## src/bcr_pkg.sv

```systemverilog
// Constants and types for the bridge configuration register group
package bcr_pkg;

	// ----------------------------------------------------------------
	// Register offsets
	// ----------------------------------------------------------------
	localparam logic [7:0] OFS_FRAG_CTRL   = 8'h68;
	localparam logic [7:0] OFS_SUBSYS      = 8'h6c;
	localparam logic [7:0] OFS_EE_CTRL     = 8'h70;
	localparam logic [7:0] OFS_HOTSWAP     = 8'h74;

	// ----------------------------------------------------------------
	// Field positions
	// ----------------------------------------------------------------
	localparam int FRAG_LSB       = 30;
	localparam int EE_INIT_BIT    = 0;
	localparam int EE_CMD_BIT     = 1;
	localparam int EE_ERR_BIT     = 2;
	localparam int EE_DONE_BIT    = 3;
	localparam int EE_CLKSEL_LSB  = 4;
	localparam int EE_ALDIS_BIT   = 6;
	localparam int EE_FAST_BIT    = 7;
	localparam int EE_BUSY_BIT    = 8;
	localparam int EE_WADDR_LSB   = 9;
	localparam int EE_DATA_LSB    = 16;
	localparam int HS_NEXT_LSB    = 8;
	localparam int HS_HIDE_BIT    = 16;
	localparam int HS_MASK_BIT    = 17;
	localparam int HS_PEND_BIT    = 18;
	localparam int HS_LED_BIT     = 19;
	localparam int HS_PI_LSB      = 20;
	localparam int HS_EXT_BIT     = 22;
	localparam int HS_INS_BIT     = 23;

	// ----------------------------------------------------------------
	// Values and reset values
	// ----------------------------------------------------------------
	localparam logic [7:0]  HS_CAP_ID_ON   = 8'h06;
	localparam logic [7:0]  HS_CAP_ID_OFF  = 8'h00;
	localparam logic [7:0]  HS_NEXT_PTR    = 8'h00;
	localparam logic [1:0]  HS_PI_LEVEL    = 2'h1;
	localparam logic        INS_RESET      = 1'b1;
	localparam logic [15:0] SUBSYS_RESET   = 16'h0000;
	localparam logic [7:0]  FRAG_BYTES_32  = 8'h20;
	localparam logic [7:0]  FRAG_BYTES_64  = 8'h40;
	localparam logic [7:0]  FRAG_BYTES_128 = 8'h80;

	// ----------------------------------------------------------------
	// Serial clock divisors and autoload layout
	// ----------------------------------------------------------------
	localparam logic [12:0] DIV_SEL0       = 13'h1000;
	localparam logic [12:0] DIV_SEL1       = 13'h0800;
	localparam logic [12:0] DIV_SEL2       = 13'h0400;
	localparam logic [12:0] DIV_SEL3       = 13'h0080;
	localparam int          FAST_SHIFT     = 5;
	localparam logic [6:0]  AL_VENDOR_WORD = 7'h00;
	localparam logic [6:0]  AL_SUBSYS_WORD = 7'h01;

	typedef enum logic [3:0] {
		ST_BOOT  = 4'b0001,
		ST_IDLE  = 4'b0010,
		ST_ALOAD = 4'b0100,
		ST_SWCYC = 4'b1000
	} bcr_state_type;

endpackage

```

## src/bcr_regs.sv

```systemverilog
// Bridge configuration registers: fragment, subsystem, EEPROM, hot swap
//
// Overview of operation
// - Fragment field 00 gives 32 bytes, 01 gives 64, upper bit gives 128
// - Subsystem vendor identifier is read-only, low half, resets to zero
// - Subsystem identifier is read-only, upper half, resets to zero
// - Initiate 0 to 1 starts one EEPROM access, read or write by command
// - Initiate bit clears itself when the EEPROM operation finishes
// - Error flag sets when an EEPROM acknowledge is missing
// - Completion flag set once autoload succeeds, else reads zero
// - Serial clock is core clock divided by 4096, 2048, 1024 or 128
// - Autoload runs after every reset; its control bit resets 0 and is read only at boot, so it is never skipped
// - Fast-autoload bit makes autoload run 32 times faster
// - Busy flag stays high while autoload is in progress
// - Seven-bit word address field for software EEPROM cycles, reset 0
// - Sixteen-bit data field holds the word to write, or the word read back
// - Hot-swap capability identifier reads 06h with strap high, else 00h
// - Next-capability pointer reads 00h, ending the capability list
// - Writing 1 to the hiding arm bit arms device hiding; resets zero
// - Mask bit set masks the enumeration notification; resets zero
// - Pending bit reads 1 when hiding armed or either flag set
// - Hot-swap LED follows the LED control bit; resets zero
// - Programming interface field reads 01
// - Extraction flag sets on extraction, write 1 clears, resets zero
// - Insertion flag sets on insertion, clears on writing 1, resets one
//
// Our own choice: the strobed register port.
`timescale 1ns/1ps
`default_nettype none

module bcr_regs
	import bcr_pkg::*;
(
	// Clock and reset
	input  wire logic        core_clk,
	input  wire logic        rst,
	// Register port
	input  wire logic [7:0]  regAddr,
	input  wire logic [31:0] regWrData,
	input  wire logic        regWrStb,
	input  wire logic        regRdStb,
	output logic      [31:0] regRdData,
	// EEPROM word engine
	output logic             eeReq,
	output logic             eeWrite,
	output logic      [6:0]  eeAddr,
	output logic      [15:0] eeWrData,
	output logic             eeSclk,
	input  wire logic        eeDone,
	input  wire logic        eeAckOk,
	input  wire logic [15:0] eeRdData,
	// Hot swap
	input  wire logic        hotswapStrapEnable,
	input  wire logic        insertEvent,
	input  wire logic        extractEvent,
	output logic             enumNotify_n,
	output logic             hotswapLed,
	output logic             deviceHidingArm,
	// Forwarding
	output logic      [7:0]  fragBytes
);

	// ----------------------------------------------------------------
	// State
	// ----------------------------------------------------------------
	typedef struct packed {
		bcr_state_type state;
		logic          alIdx;
		logic [1:0]    fragCtl;
		logic [7:0]    fragBytes;
		logic [15:0]   ssVendor;
		logic [15:0]   ssId;
		logic          initiate;
		logic          cmdWrite;
		logic          eeErr;
		logic          alComplete;
		logic [1:0]    clkSel;
		logic          alDisable;
		logic          alFast;
		logic          alBusy;
		logic [6:0]    wordAddr;
		logic [15:0]   eeData;
		logic          capOn;
		logic          hideArm;
		logic          enumMask;
		logic          ledOn;
		logic          extFlag;
		logic          insFlag;
		logic          enumN;
		logic [11:0]   divCnt;
		logic          sclk;
		logic          eeReq;
		logic          eeWrite;
		logic [6:0]    eeAddr;
		logic [15:0]   eeWrData;
		logic [31:0]   rdData;
	} bcr_regs_type;

	bcr_regs_type s_reg;
	bcr_regs_type s_next;

	// ----------------------------------------------------------------
	// Helpers
	// ----------------------------------------------------------------
	// Half period of the serial clock in core cycles
	function automatic logic [11:0] halfPeriod(input logic [1:0] sel,
		input logic fast);
		logic [12:0] div;
		div = DIV_SEL0;
		case (sel)
			2'h0: div = DIV_SEL0;
			2'h1: div = DIV_SEL1;
			2'h2: div = DIV_SEL2;
			default: div = DIV_SEL3;
		endcase
		if (fast)
		begin
			div = div >> FAST_SHIFT;
		end
		return div[12:1];
	endfunction

	function automatic logic [7:0] fragSize(input logic [1:0] ctl);
		logic [7:0] b;
		b = FRAG_BYTES_32;
		if (ctl[1])
		begin
			b = FRAG_BYTES_128;
		end
		else if (ctl[0])
		begin
			b = FRAG_BYTES_64;
		end
		return b;
	endfunction

	function automatic logic [31:0] readMux(input bcr_regs_type r,
		input logic [7:0] a);
		logic [31:0] d;
		d = 32'h0000_0000;
		case (a)
			OFS_FRAG_CTRL:
			begin
				d[FRAG_LSB +: 2] = r.fragCtl;
			end
			OFS_SUBSYS:
			begin
				d = {r.ssId, r.ssVendor};
			end
			OFS_EE_CTRL:
			begin
				d[EE_INIT_BIT]        = r.initiate;
				d[EE_CMD_BIT]         = r.cmdWrite;
				d[EE_ERR_BIT]         = r.eeErr;
				d[EE_DONE_BIT]        = r.alComplete;
				d[EE_CLKSEL_LSB +: 2] = r.clkSel;
				d[EE_ALDIS_BIT]       = r.alDisable;
				d[EE_FAST_BIT]        = r.alFast;
				d[EE_BUSY_BIT]        = r.alBusy;
				d[EE_WADDR_LSB +: 7]  = r.wordAddr;
				d[EE_DATA_LSB +: 16]  = r.eeData;
			end
			OFS_HOTSWAP:
			begin
				d[7:0] = r.capOn ? HS_CAP_ID_ON : HS_CAP_ID_OFF;
				d[HS_NEXT_LSB +: 8] = HS_NEXT_PTR;
				d[HS_HIDE_BIT]      = r.hideArm;
				d[HS_MASK_BIT]      = r.enumMask;
				d[HS_PEND_BIT]      = r.hideArm | r.insFlag
					| r.extFlag;
				d[HS_LED_BIT]       = r.ledOn;
				d[HS_PI_LSB +: 2]   = HS_PI_LEVEL;
				d[HS_EXT_BIT]       = r.extFlag;
				d[HS_INS_BIT]       = r.insFlag;
			end
			default:
			begin
				d = 32'h0000_0000;
			end
		endcase
		return d;
	endfunction

	// ----------------------------------------------------------------
	// Next state
	// ----------------------------------------------------------------
	always_comb
	begin
		logic wrFrag;
		logic wrEe;
		logic wrHs;
		logic startSw;
		wrFrag  = regWrStb && (regAddr == OFS_FRAG_CTRL);
		wrEe    = regWrStb && (regAddr == OFS_EE_CTRL);
		wrHs    = regWrStb && (regAddr == OFS_HOTSWAP);
		startSw = 1'b0;
		s_next  = s_reg;

		// Register reads, data valid in the next cycle only
		s_next.rdData = regRdStb ? readMux(s_reg, regAddr) : 32'h0000_0000;

		// Fragment control
		if (wrFrag)
		begin
			s_next.fragCtl = regWrData[FRAG_LSB +: 2];
		end
		s_next.fragBytes = fragSize(s_reg.fragCtl);

		// EEPROM control fields
		if (wrEe)
		begin
			s_next.cmdWrite  = regWrData[EE_CMD_BIT];
			s_next.clkSel    = regWrData[EE_CLKSEL_LSB +: 2];
			s_next.alDisable = regWrData[EE_ALDIS_BIT];
			s_next.alFast    = regWrData[EE_FAST_BIT];
			s_next.wordAddr  = regWrData[EE_WADDR_LSB +: 7];
			s_next.eeData    = regWrData[EE_DATA_LSB +: 16];
			startSw = regWrData[EE_INIT_BIT] && !s_reg.initiate;
		end

		// Serial clock divider, free running while a cycle is in flight
		if (s_reg.eeReq)
		begin
			if (s_reg.divCnt == 12'h000)
			begin
				s_next.divCnt = halfPeriod(s_reg.clkSel,
					s_reg.alBusy && s_reg.alFast) - 12'h001;
				s_next.sclk = !s_reg.sclk;
			end
			else
			begin
				s_next.divCnt = s_reg.divCnt - 12'h001;
			end
		end
		else
		begin
			s_next.divCnt = 12'h000;
			s_next.sclk   = 1'b0;
		end

		// EEPROM sequencing
		case (s_reg.state)
			ST_BOOT:
			begin
				if (!s_reg.alDisable)
				begin
					s_next.state      = ST_ALOAD;
					s_next.alBusy     = 1'b1;
					s_next.alIdx      = 1'b0;
					s_next.eeErr      = 1'b0;
					s_next.alComplete = 1'b0;
					s_next.eeReq      = 1'b1;
					s_next.eeWrite    = 1'b0;
					s_next.eeAddr     = AL_VENDOR_WORD;
				end
				else
				begin
					s_next.state = ST_IDLE;
				end
			end
			ST_IDLE:
			begin
				if (startSw)
				begin
					s_next.state    = ST_SWCYC;
					s_next.initiate = 1'b1;
					s_next.eeErr    = 1'b0;
					s_next.eeReq    = 1'b1;
					s_next.eeWrite  = regWrData[EE_CMD_BIT];
					s_next.eeAddr   = regWrData[EE_WADDR_LSB +: 7];
					s_next.eeWrData = regWrData[EE_DATA_LSB +: 16];
				end
			end
			ST_ALOAD:
			begin
				if (eeDone)
				begin
					if (!eeAckOk)
					begin
						s_next.eeErr = 1'b1;
					end
					if (!s_reg.alIdx)
					begin
						s_next.ssVendor = eeRdData;
						s_next.alIdx    = 1'b1;
						s_next.eeAddr   = AL_SUBSYS_WORD;
					end
					else
					begin
						s_next.ssId       = eeRdData;
						s_next.eeReq      = 1'b0;
						s_next.alBusy     = 1'b0;
						s_next.alComplete = eeAckOk && !s_reg.eeErr;
						s_next.state      = ST_IDLE;
					end
				end
			end
			ST_SWCYC:
			begin
				if (eeDone)
				begin
					if (!eeAckOk)
					begin
						s_next.eeErr = 1'b1;
					end
					if (!s_reg.eeWrite)
					begin
						s_next.eeData = eeRdData;
					end
					s_next.eeReq    = 1'b0;
					s_next.initiate = 1'b0;
					s_next.state    = ST_IDLE;
				end
			end
			default:
			begin
				s_next.state = ST_IDLE;
				s_next.eeReq = 1'b0;
			end
		endcase

		// Hot swap control; hardware set wins over software clear
		if (wrHs)
		begin
			s_next.hideArm  = regWrData[HS_HIDE_BIT];
			s_next.enumMask = regWrData[HS_MASK_BIT];
			s_next.ledOn    = regWrData[HS_LED_BIT];
			if (regWrData[HS_EXT_BIT])
			begin
				s_next.extFlag = 1'b0;
			end
			if (regWrData[HS_INS_BIT])
			begin
				s_next.insFlag = 1'b0;
			end
		end
		if (extractEvent)
		begin
			s_next.extFlag = 1'b1;
		end
		if (insertEvent)
		begin
			s_next.insFlag = 1'b1;
		end
		s_next.enumN = !((s_next.insFlag || s_next.extFlag)
			&& !s_next.enumMask);
	end

	// ----------------------------------------------------------------
	// Registers
	// ----------------------------------------------------------------
	always_ff @(posedge core_clk)
	begin
		if (rst)
		begin
			s_reg            <= '0;
			s_reg.state      <= ST_BOOT;
			s_reg.fragBytes  <= FRAG_BYTES_32;
			s_reg.ssVendor   <= SUBSYS_RESET;
			s_reg.ssId       <= SUBSYS_RESET;
			s_reg.insFlag    <= INS_RESET;
			s_reg.enumN      <= 1'b1;
			s_reg.capOn      <= 1'b0;
		end
		else
		begin
			s_reg       <= s_next;
			// Strap caught while running, after release
			s_reg.capOn <= hotswapStrapEnable;
		end
	end

	// ----------------------------------------------------------------
	// Outputs
	// ----------------------------------------------------------------
	assign regRdData       = s_reg.rdData;
	assign eeReq           = s_reg.eeReq;
	assign eeWrite         = s_reg.eeWrite;
	assign eeAddr          = s_reg.eeAddr;
	assign eeWrData        = s_reg.eeWrData;
	assign eeSclk          = s_reg.sclk;
	assign enumNotify_n    = s_reg.enumN;
	assign hotswapLed      = s_reg.ledOn;
	assign deviceHidingArm = s_reg.hideArm;
	assign fragBytes       = s_reg.fragBytes;

endmodule

`default_nettype wire

```

## config.mk

```make
export PLATFORM = sky130hd
export DESIGN_NAME = bcr_regs
export DESIGN_NICKNAME = d
export VERILOG_FILES = /design/src/bcr_pkg.sv /design/src/bcr_regs.sv
export SDC_FILE = /design/constraint.sdc
export NUM_CORES = 1
export LEC_CHECK = 0
export BUFFER_PORTS_ARGS = -buffer_cell sky130_fd_sc_hd__buf_2
export CORE_MARGIN = 3
export CORE_UTILIZATION = 25
export CTS_CLUSTER_SIZE = 24
export DETAILED_ROUTE_END_ITERATION = 16
export PLACE_DENSITY = 0.53
export SETUP_SLACK_MARGIN = 0.1
export SKIP_CTS_REPAIR_TIMING = 1
export SLEW_MARGIN = 10
export SYNTH_ARGS = -nofsm -noshare
export SYNTH_HDL_FRONTEND = slang
export SYNTH_SLANG_ARGS = --single-unit
```

## constraint.sdc

```tcl
create_clock -name core_clk -period 5.9 [get_ports core_clk]
set_input_delay 1.475 -clock core_clk [delete_from_list [all_inputs] [get_ports core_clk]]
set_output_delay 1.475 -clock core_clk [all_outputs]
set_load 0.005 [all_outputs]
```

==> results of run 1 <==
path summary, 6_finish.rpt:
path                start             to  slack [ps]  depth (start not counted)
max            regAddr[1]  regRdData[18]        2240                          7
min          eeWrData[10]   eeWrData[10]         450                          2
max reg2reg    s_reg[153]     s_reg[108]        3230                          5
min reg2reg  eeWrData[10]   eeWrData[10]         450                          2
layer usage:
layer	up-vias	wire length, um	track usage	part of all wire
met2	142	8720	0.217	0.45
met3	24	1060	0.0404	0.055
met4	6	397	0.0477	0.021
met5	-	41	0	0.0021
met1	2496	9100	0.183	0.47
li1	2609	-	-	-
area by class of cell:
class	instances	area [um^2]
Clock buffer	21	460
Sequential cell	151	3020
Inverter	7	26.3
Fill cell	2691	17800
Multi-Input combinational cell	491	2730
Timing Repair Buffer	132	681
Tap cell	330	413
Clock inverter	11	171
through the flow:
stage	util	instances
floorplan	-	762
global route	0.296	1143
global placement	0.271	1111
CTS	0.296	1143
finish	0.296	1143
detailed placement	0.271	1111
worst max-delay path: cells and delay by family:
kind | cells | cell delay (ps)
AND/OR/NAND/NOR | 3 | 1700
buffers and inverters | 2 | 470
AO/OA/AOI/OAI | 2 | 360
power groups by stage:
stage / combinational [mW] / sequential, mW / clock [mW]
after floorplan: 0.111 / 1.06 / 0
after global placement: 0.164 / 1.07 / 0
after detailed placement: 0.165 / 1.07 / 0
after CTS: 0.166 / 1.05 / 1.19
after global routing: 0.181 / 1.05 / 1.24
final: 0.165 / 1.05 / 1.17
cell usage in the layout, fill, tap and decap left out, types with 2 or more instances in the layout:
cell type   count
a211oi_1       18
bufinv_16       4
nand2_1       142
nor4b_2         2
conb_1          5
xnor2_1         4
clkinv_2        2
nor2b_1         9
nor3b_1         4
buf_2         124
inv_1           7
nor2_1         67
nand3b_1        2
o21ai_0         8
and2_1          2
dfxtp_1       151
a211o_1         2
or2_2           2
and3_1          4
o31ai_1         3
clkinv_4        2
mux2_2          2
clkbuf_16      17
clkbuf_1        2
a22oi_1        32
a31oi_1         4
nor4_1          7
nand2b_1       15
nand4_1         3
and4_1          3
a22o_1          3
a21oi_1        89
nand3_1         7
nor4b_1         3
clkinvlp_4      2
mux2i_1        21
buf_4           8
clkbuf_8        2
nand4b_1        2
cells in the mapped netlist, types with 8 or more instances:
library cell	n
dfxtp_1	151
buf_2	9
a211oi_1	18
nor2_1	68
nand2_1	142
clkbuf_1	36
a22oi_1	32
nand2b_1	15
a21oi_1	89
mux2i_1	21
buf_4	65
o21ai_0	8
nor2b_1	9
kinds of logic after synthesis:
family,after synthesis
AO/OA/AOI/OAI,173
XOR/XNOR,5
buffers and inverters,120
flip-flops,151
multiplexers,24
AND/OR/NAND/NOR,283
adder cells (fa/ha/maj),1
other,1
==> impl_metrics.ini, run 1 <==
[run_status]
status = completed

[setup_path]
critPathArrivalTime_ps = 4010
critPathLaunchType = input pin
endpoint_kind = register
crit_fanout = 17
worstSetupPathType = in -> reg
cp.required_ps = 6250
slowest_stage = or4b_1
crit_path_cell_trace = buf_2 > or4b_1 > or2_2 > nor2_2 > buf_4 > a22oi_1 > a21oi_1
slowest_delay_ps = 690

[synth]
yosys.area_share.simple = 0.205
yosys_warnings = 0
syn-mean-instance-area_um2 = 8.53
syn_inst = 758
ys_top_cells_by_area = dfxtp_1 47%, nand2_1 8.2%, buf_4 7.5%, a21oi_1 6.9%, nor2_1 3.9%
synth_area_um2 = 6460
synth-edff-count = 0
ys_seq_area_frac = 0.468
synth_top_area_cell = dfxtp_1
synth-async-reset-ratio = 0
ys_ff_latch = 151
yosysTopAreaCellShare = 0.468
synth_compound_area_frac = 0.168
yosys-mux-area-fraction = 0.0377
synth_xor_area_frac = 0.00677
synth_top_family_by_area = simple AND/OR/NAND/NOR gates
synth_fa_ha_area_frac = 0.00194
synth_ff_type = dfxtp_1
synth_cell_type_count = 61

[global_routing]
grt_pass1_wl_um = 30000
grt_pass1_vias = 5238
overflow = 0
grt_max_degree = 96
antenna_found_initial = 4
track_usage = 0.138

[final_layout]
largest_reg_flops = 86
diodes = 0
final_cell_area_um2 = 7500
area_growth_pct = 16.1
post_route_cells_drive_above_1_share = 0.215
finalNetCount = 866

[place]
place_congestion = 0.828
placed_area_um2 = 6870
port_buffers = 125
dp_hpwl_um = 13900
pre_cts_ws_ps = 1800

[timing]
setup_tns_ps = 0
final-max-slew-violation-count = 0
maxClockFrequency_mhz = 273
hold-worst-slack_ps = 449
relSlewSlack = 0.197
min_period_ps = 3660
fin_skew_ps = 6.58
fin_crit_sh = 0.620
hold_violations = 0
rsz0062_at_grt = false
tightest_slew_ps = 1200
worst_slack_ps = 2240
setup_violations = 0

[routing]
drc = 0
firstDrtPassIters = 5
avgViaCountPerCell = 4.62
routedWlPerCell_um = 16.9
dr_total_vias = 5277
ant_nets = 0
drtIter0Drc = 287
wl_um = 19300

[min_path]
worstHoldPathType = reg -> reg

[die]
die-area_um2 = 27800
io_pins = 134
start_util = 0.255
fp.coreArea_um2 = 25300
die_w_um = 167
num_rows = 58
fp.dieH_um = 167

[clocking]
insertion_delay_ps = 420
root_buffer = clkbuf_16
cts.path.max_buffers = 2
cts_sinks = 151
numCtsBuffers = 17
cts_tree = yes
cts_htree_levels = 4
path_clk_slew_ps = 60

[power]
cellLeakagePower_nw = 2.77
sequentialPowerShare = 0.441
intPower_mw = 1.83
power_mw = 2.38
power_frac_comb = 0.069
p_switching_uw = 551
p_sw_frac = 0.232
p_per_area_nw_per_um2 = 317
p_clk_frac = 0.490
ir_drop_mv = 0.181

[job]
maxCapViolations = 0
Power figures use the tool's default switching activity.
==> inputs of run 2 (changes only) <==
PLACE_DENSITY = 0.54   (was 0.53)
clock period = 3.13 ns   (was 5.9 ns; I/O delays follow)
==> run 2 against run 1 <==
Net effect: global-route usage down 0.22 points; die area unchanged; final cell count up 1.0%; wire length up 0.34%; flip-flop and latch count unchanged.
==> impl_metrics.ini, run 2 (synthesized netlist as in run 1, its figures left out) <==
[power]
p_switching_mw = 1.10
p_clk_frac = 0.460
p_sw_frac = 0.259
sequentialPowerShare = 0.465
ir_drop_mv = 0.349
p_per_area_nw_per_um2 = 561
power_frac_comb = 0.075
cellLeakagePower_nw = 2.81
intPower_mw = 3.15

[setup_path]
endpoint_kind = register
crit_cells = 8
critPathLaunchType = input pin
crit_path_cell_trace = buf_2 > or4b_1 > buf_4 > nor4_4 > and2_1 > buf_12 > nor2_1 > a211oi_1
worstSetupPathType = in -> reg
slowest_delay_ps = 580
critical_path.top_delay_family = simple AND/OR/NAND/NOR gates
critPathArrivalTime_ps = 2690
cp.required_ps = 3470
slowest_stage = or4b_1
crit_buf_inv = 3
reg2reg_depth = 4
crit_fanout = 26

[final_layout]
diodes = 0
layout_commonest_cell = dfxtp_1
largest_reg_flops = 86
fillers = 2711
area_growth_pct = 17.2
final_cells = 1155
finalNetCount = 878
post_route_cells_drive_above_1_share = 0.229
final_cell_mix = 151 x dfxtp_1, 142 x nand2_1, 124 x buf_2

[clocking]
path_clk_slew_ps = 70
insertion_delay_ps = 430
cts_htree_levels = 4
cts_tree = yes
cts_sinks = 151
cts.path.max_buffers = 2
root_buffer = clkbuf_16
numCtsBuffers = 17

[timing]
maxClockFrequency_mhz = 426
setup_violations = 0
fin_crit_sh = 0.751
final-max-slew-violation-count = 0
relSlewSlack = 0.473
setup_tns_ps = 0
min_period_ps = 2350
rsz0062_at_grt = false
hold_violations = 0
tightest_slew_ps = 789
fin_skew_ps = 10.1

[die]
die_w_um = 167
io_pins = 134
fp.coreArea_um2 = 25300
die-area_um2 = 27800
num_rows = 58
start_util = 0.255
fp.dieH_um = 167

[job]
maxCapViolations = 0

[place]
dp.cells = 1123
port_buffers = 125
place_congestion = 0.863
dp_hpwl_um = 14100

[global_routing]
antenna_found_initial = 4
overflow = 0
grt_max_degree = 101
track_usage = 0.136
grt_pass1_wl_um = 29500
grt_pass1_vias = 5015

[routing]
wl_um = 19400
dr_total_vias = 5272
avgViaCountPerCell = 4.56
drc = 0
ant_nets = 0
drtIter0Drc = 346
routedWlPerCell_um = 16.8
firstDrtPassIters = 5

[min_path]
hold_depth = 2
worstHoldPathType = reg -> reg

[run_status]
status = completed
==> run 2: cell count changes in the layout (fill, tap and decap cells not counted), sizes merged <==
cell	change
inv	+4
clkbuf	-2
clkinv	+1
bufinv	-4
clkinvlp	+1
buf	+12
==> run 2: area by class of cell <==
cell class,instances,area [um^2],area share
clock buffers,19,453,0.0598
inverters,7,26.3,0.00347
repair buffers,144,821,0.108
clock inverters,13,113,0.0149
well taps,330,413,0.0545
multi-input cells,491,2730,0.360
flip-flops and latches,151,3020,0.399
==> run 2: tightest hold or removal path, cell delays in order, from the launching register on <==
cell	delay, ps
dfxtp_1	310
nand2_1	50
a21oi_1	50
==> run 2: final timing paths <==
path / start / to / slack, ps
hold reg to reg: eeWrData[11] / eeWrData[11] / 450
setup reg to reg: s_reg[154] / s_reg[138] / 830
setup / recovery: regAddr[1] / s_reg[108] / 780
hold / removal: eeWrData[11] / eeWrData[11] / 450
==> run 2: routing by layer <==
metal | global-route usage | share of wire
met3 | 0.0356 | 0.062
met1 | 0.186 | 0.46
met4 | 0.0380 | 0.012
met2 | 0.213 | 0.46
met5 | 0 | 0.0018
==> run 2: power by group through the flow <==
| stage | clock network [mW] | registers (mW) | logic (mW) |
|---|---|---|---|
| after global placement | 0 | 2.02 | 0.317 |
| after floorplan | 0 | 2.01 | 0.209 |
| after detailed placement | 0 | 2.02 | 0.318 |
| after CTS | 2.01 | 1.98 | 0.320 |
| final | 1.95 | 1.98 | 0.319 |
| after global routing | 2.09 | 1.98 | 0.351 |
==> run 2: stage by stage <==
step	utilization	power, mW	setup WS (ps)	hold WS, ps	cell area, um^2
2_1_floorplan	-	2.22	552	430	6480
3_3_place_gp	0.277	2.34	331	436	7010
3_5_place_dp	0.277	2.34	337	444	7010
4_1_cts	0.299	4.30	779	454	7580
5_1_grt	0.299	4.42	509	473	7580
6_report	0.299	4.25	780	450	7580
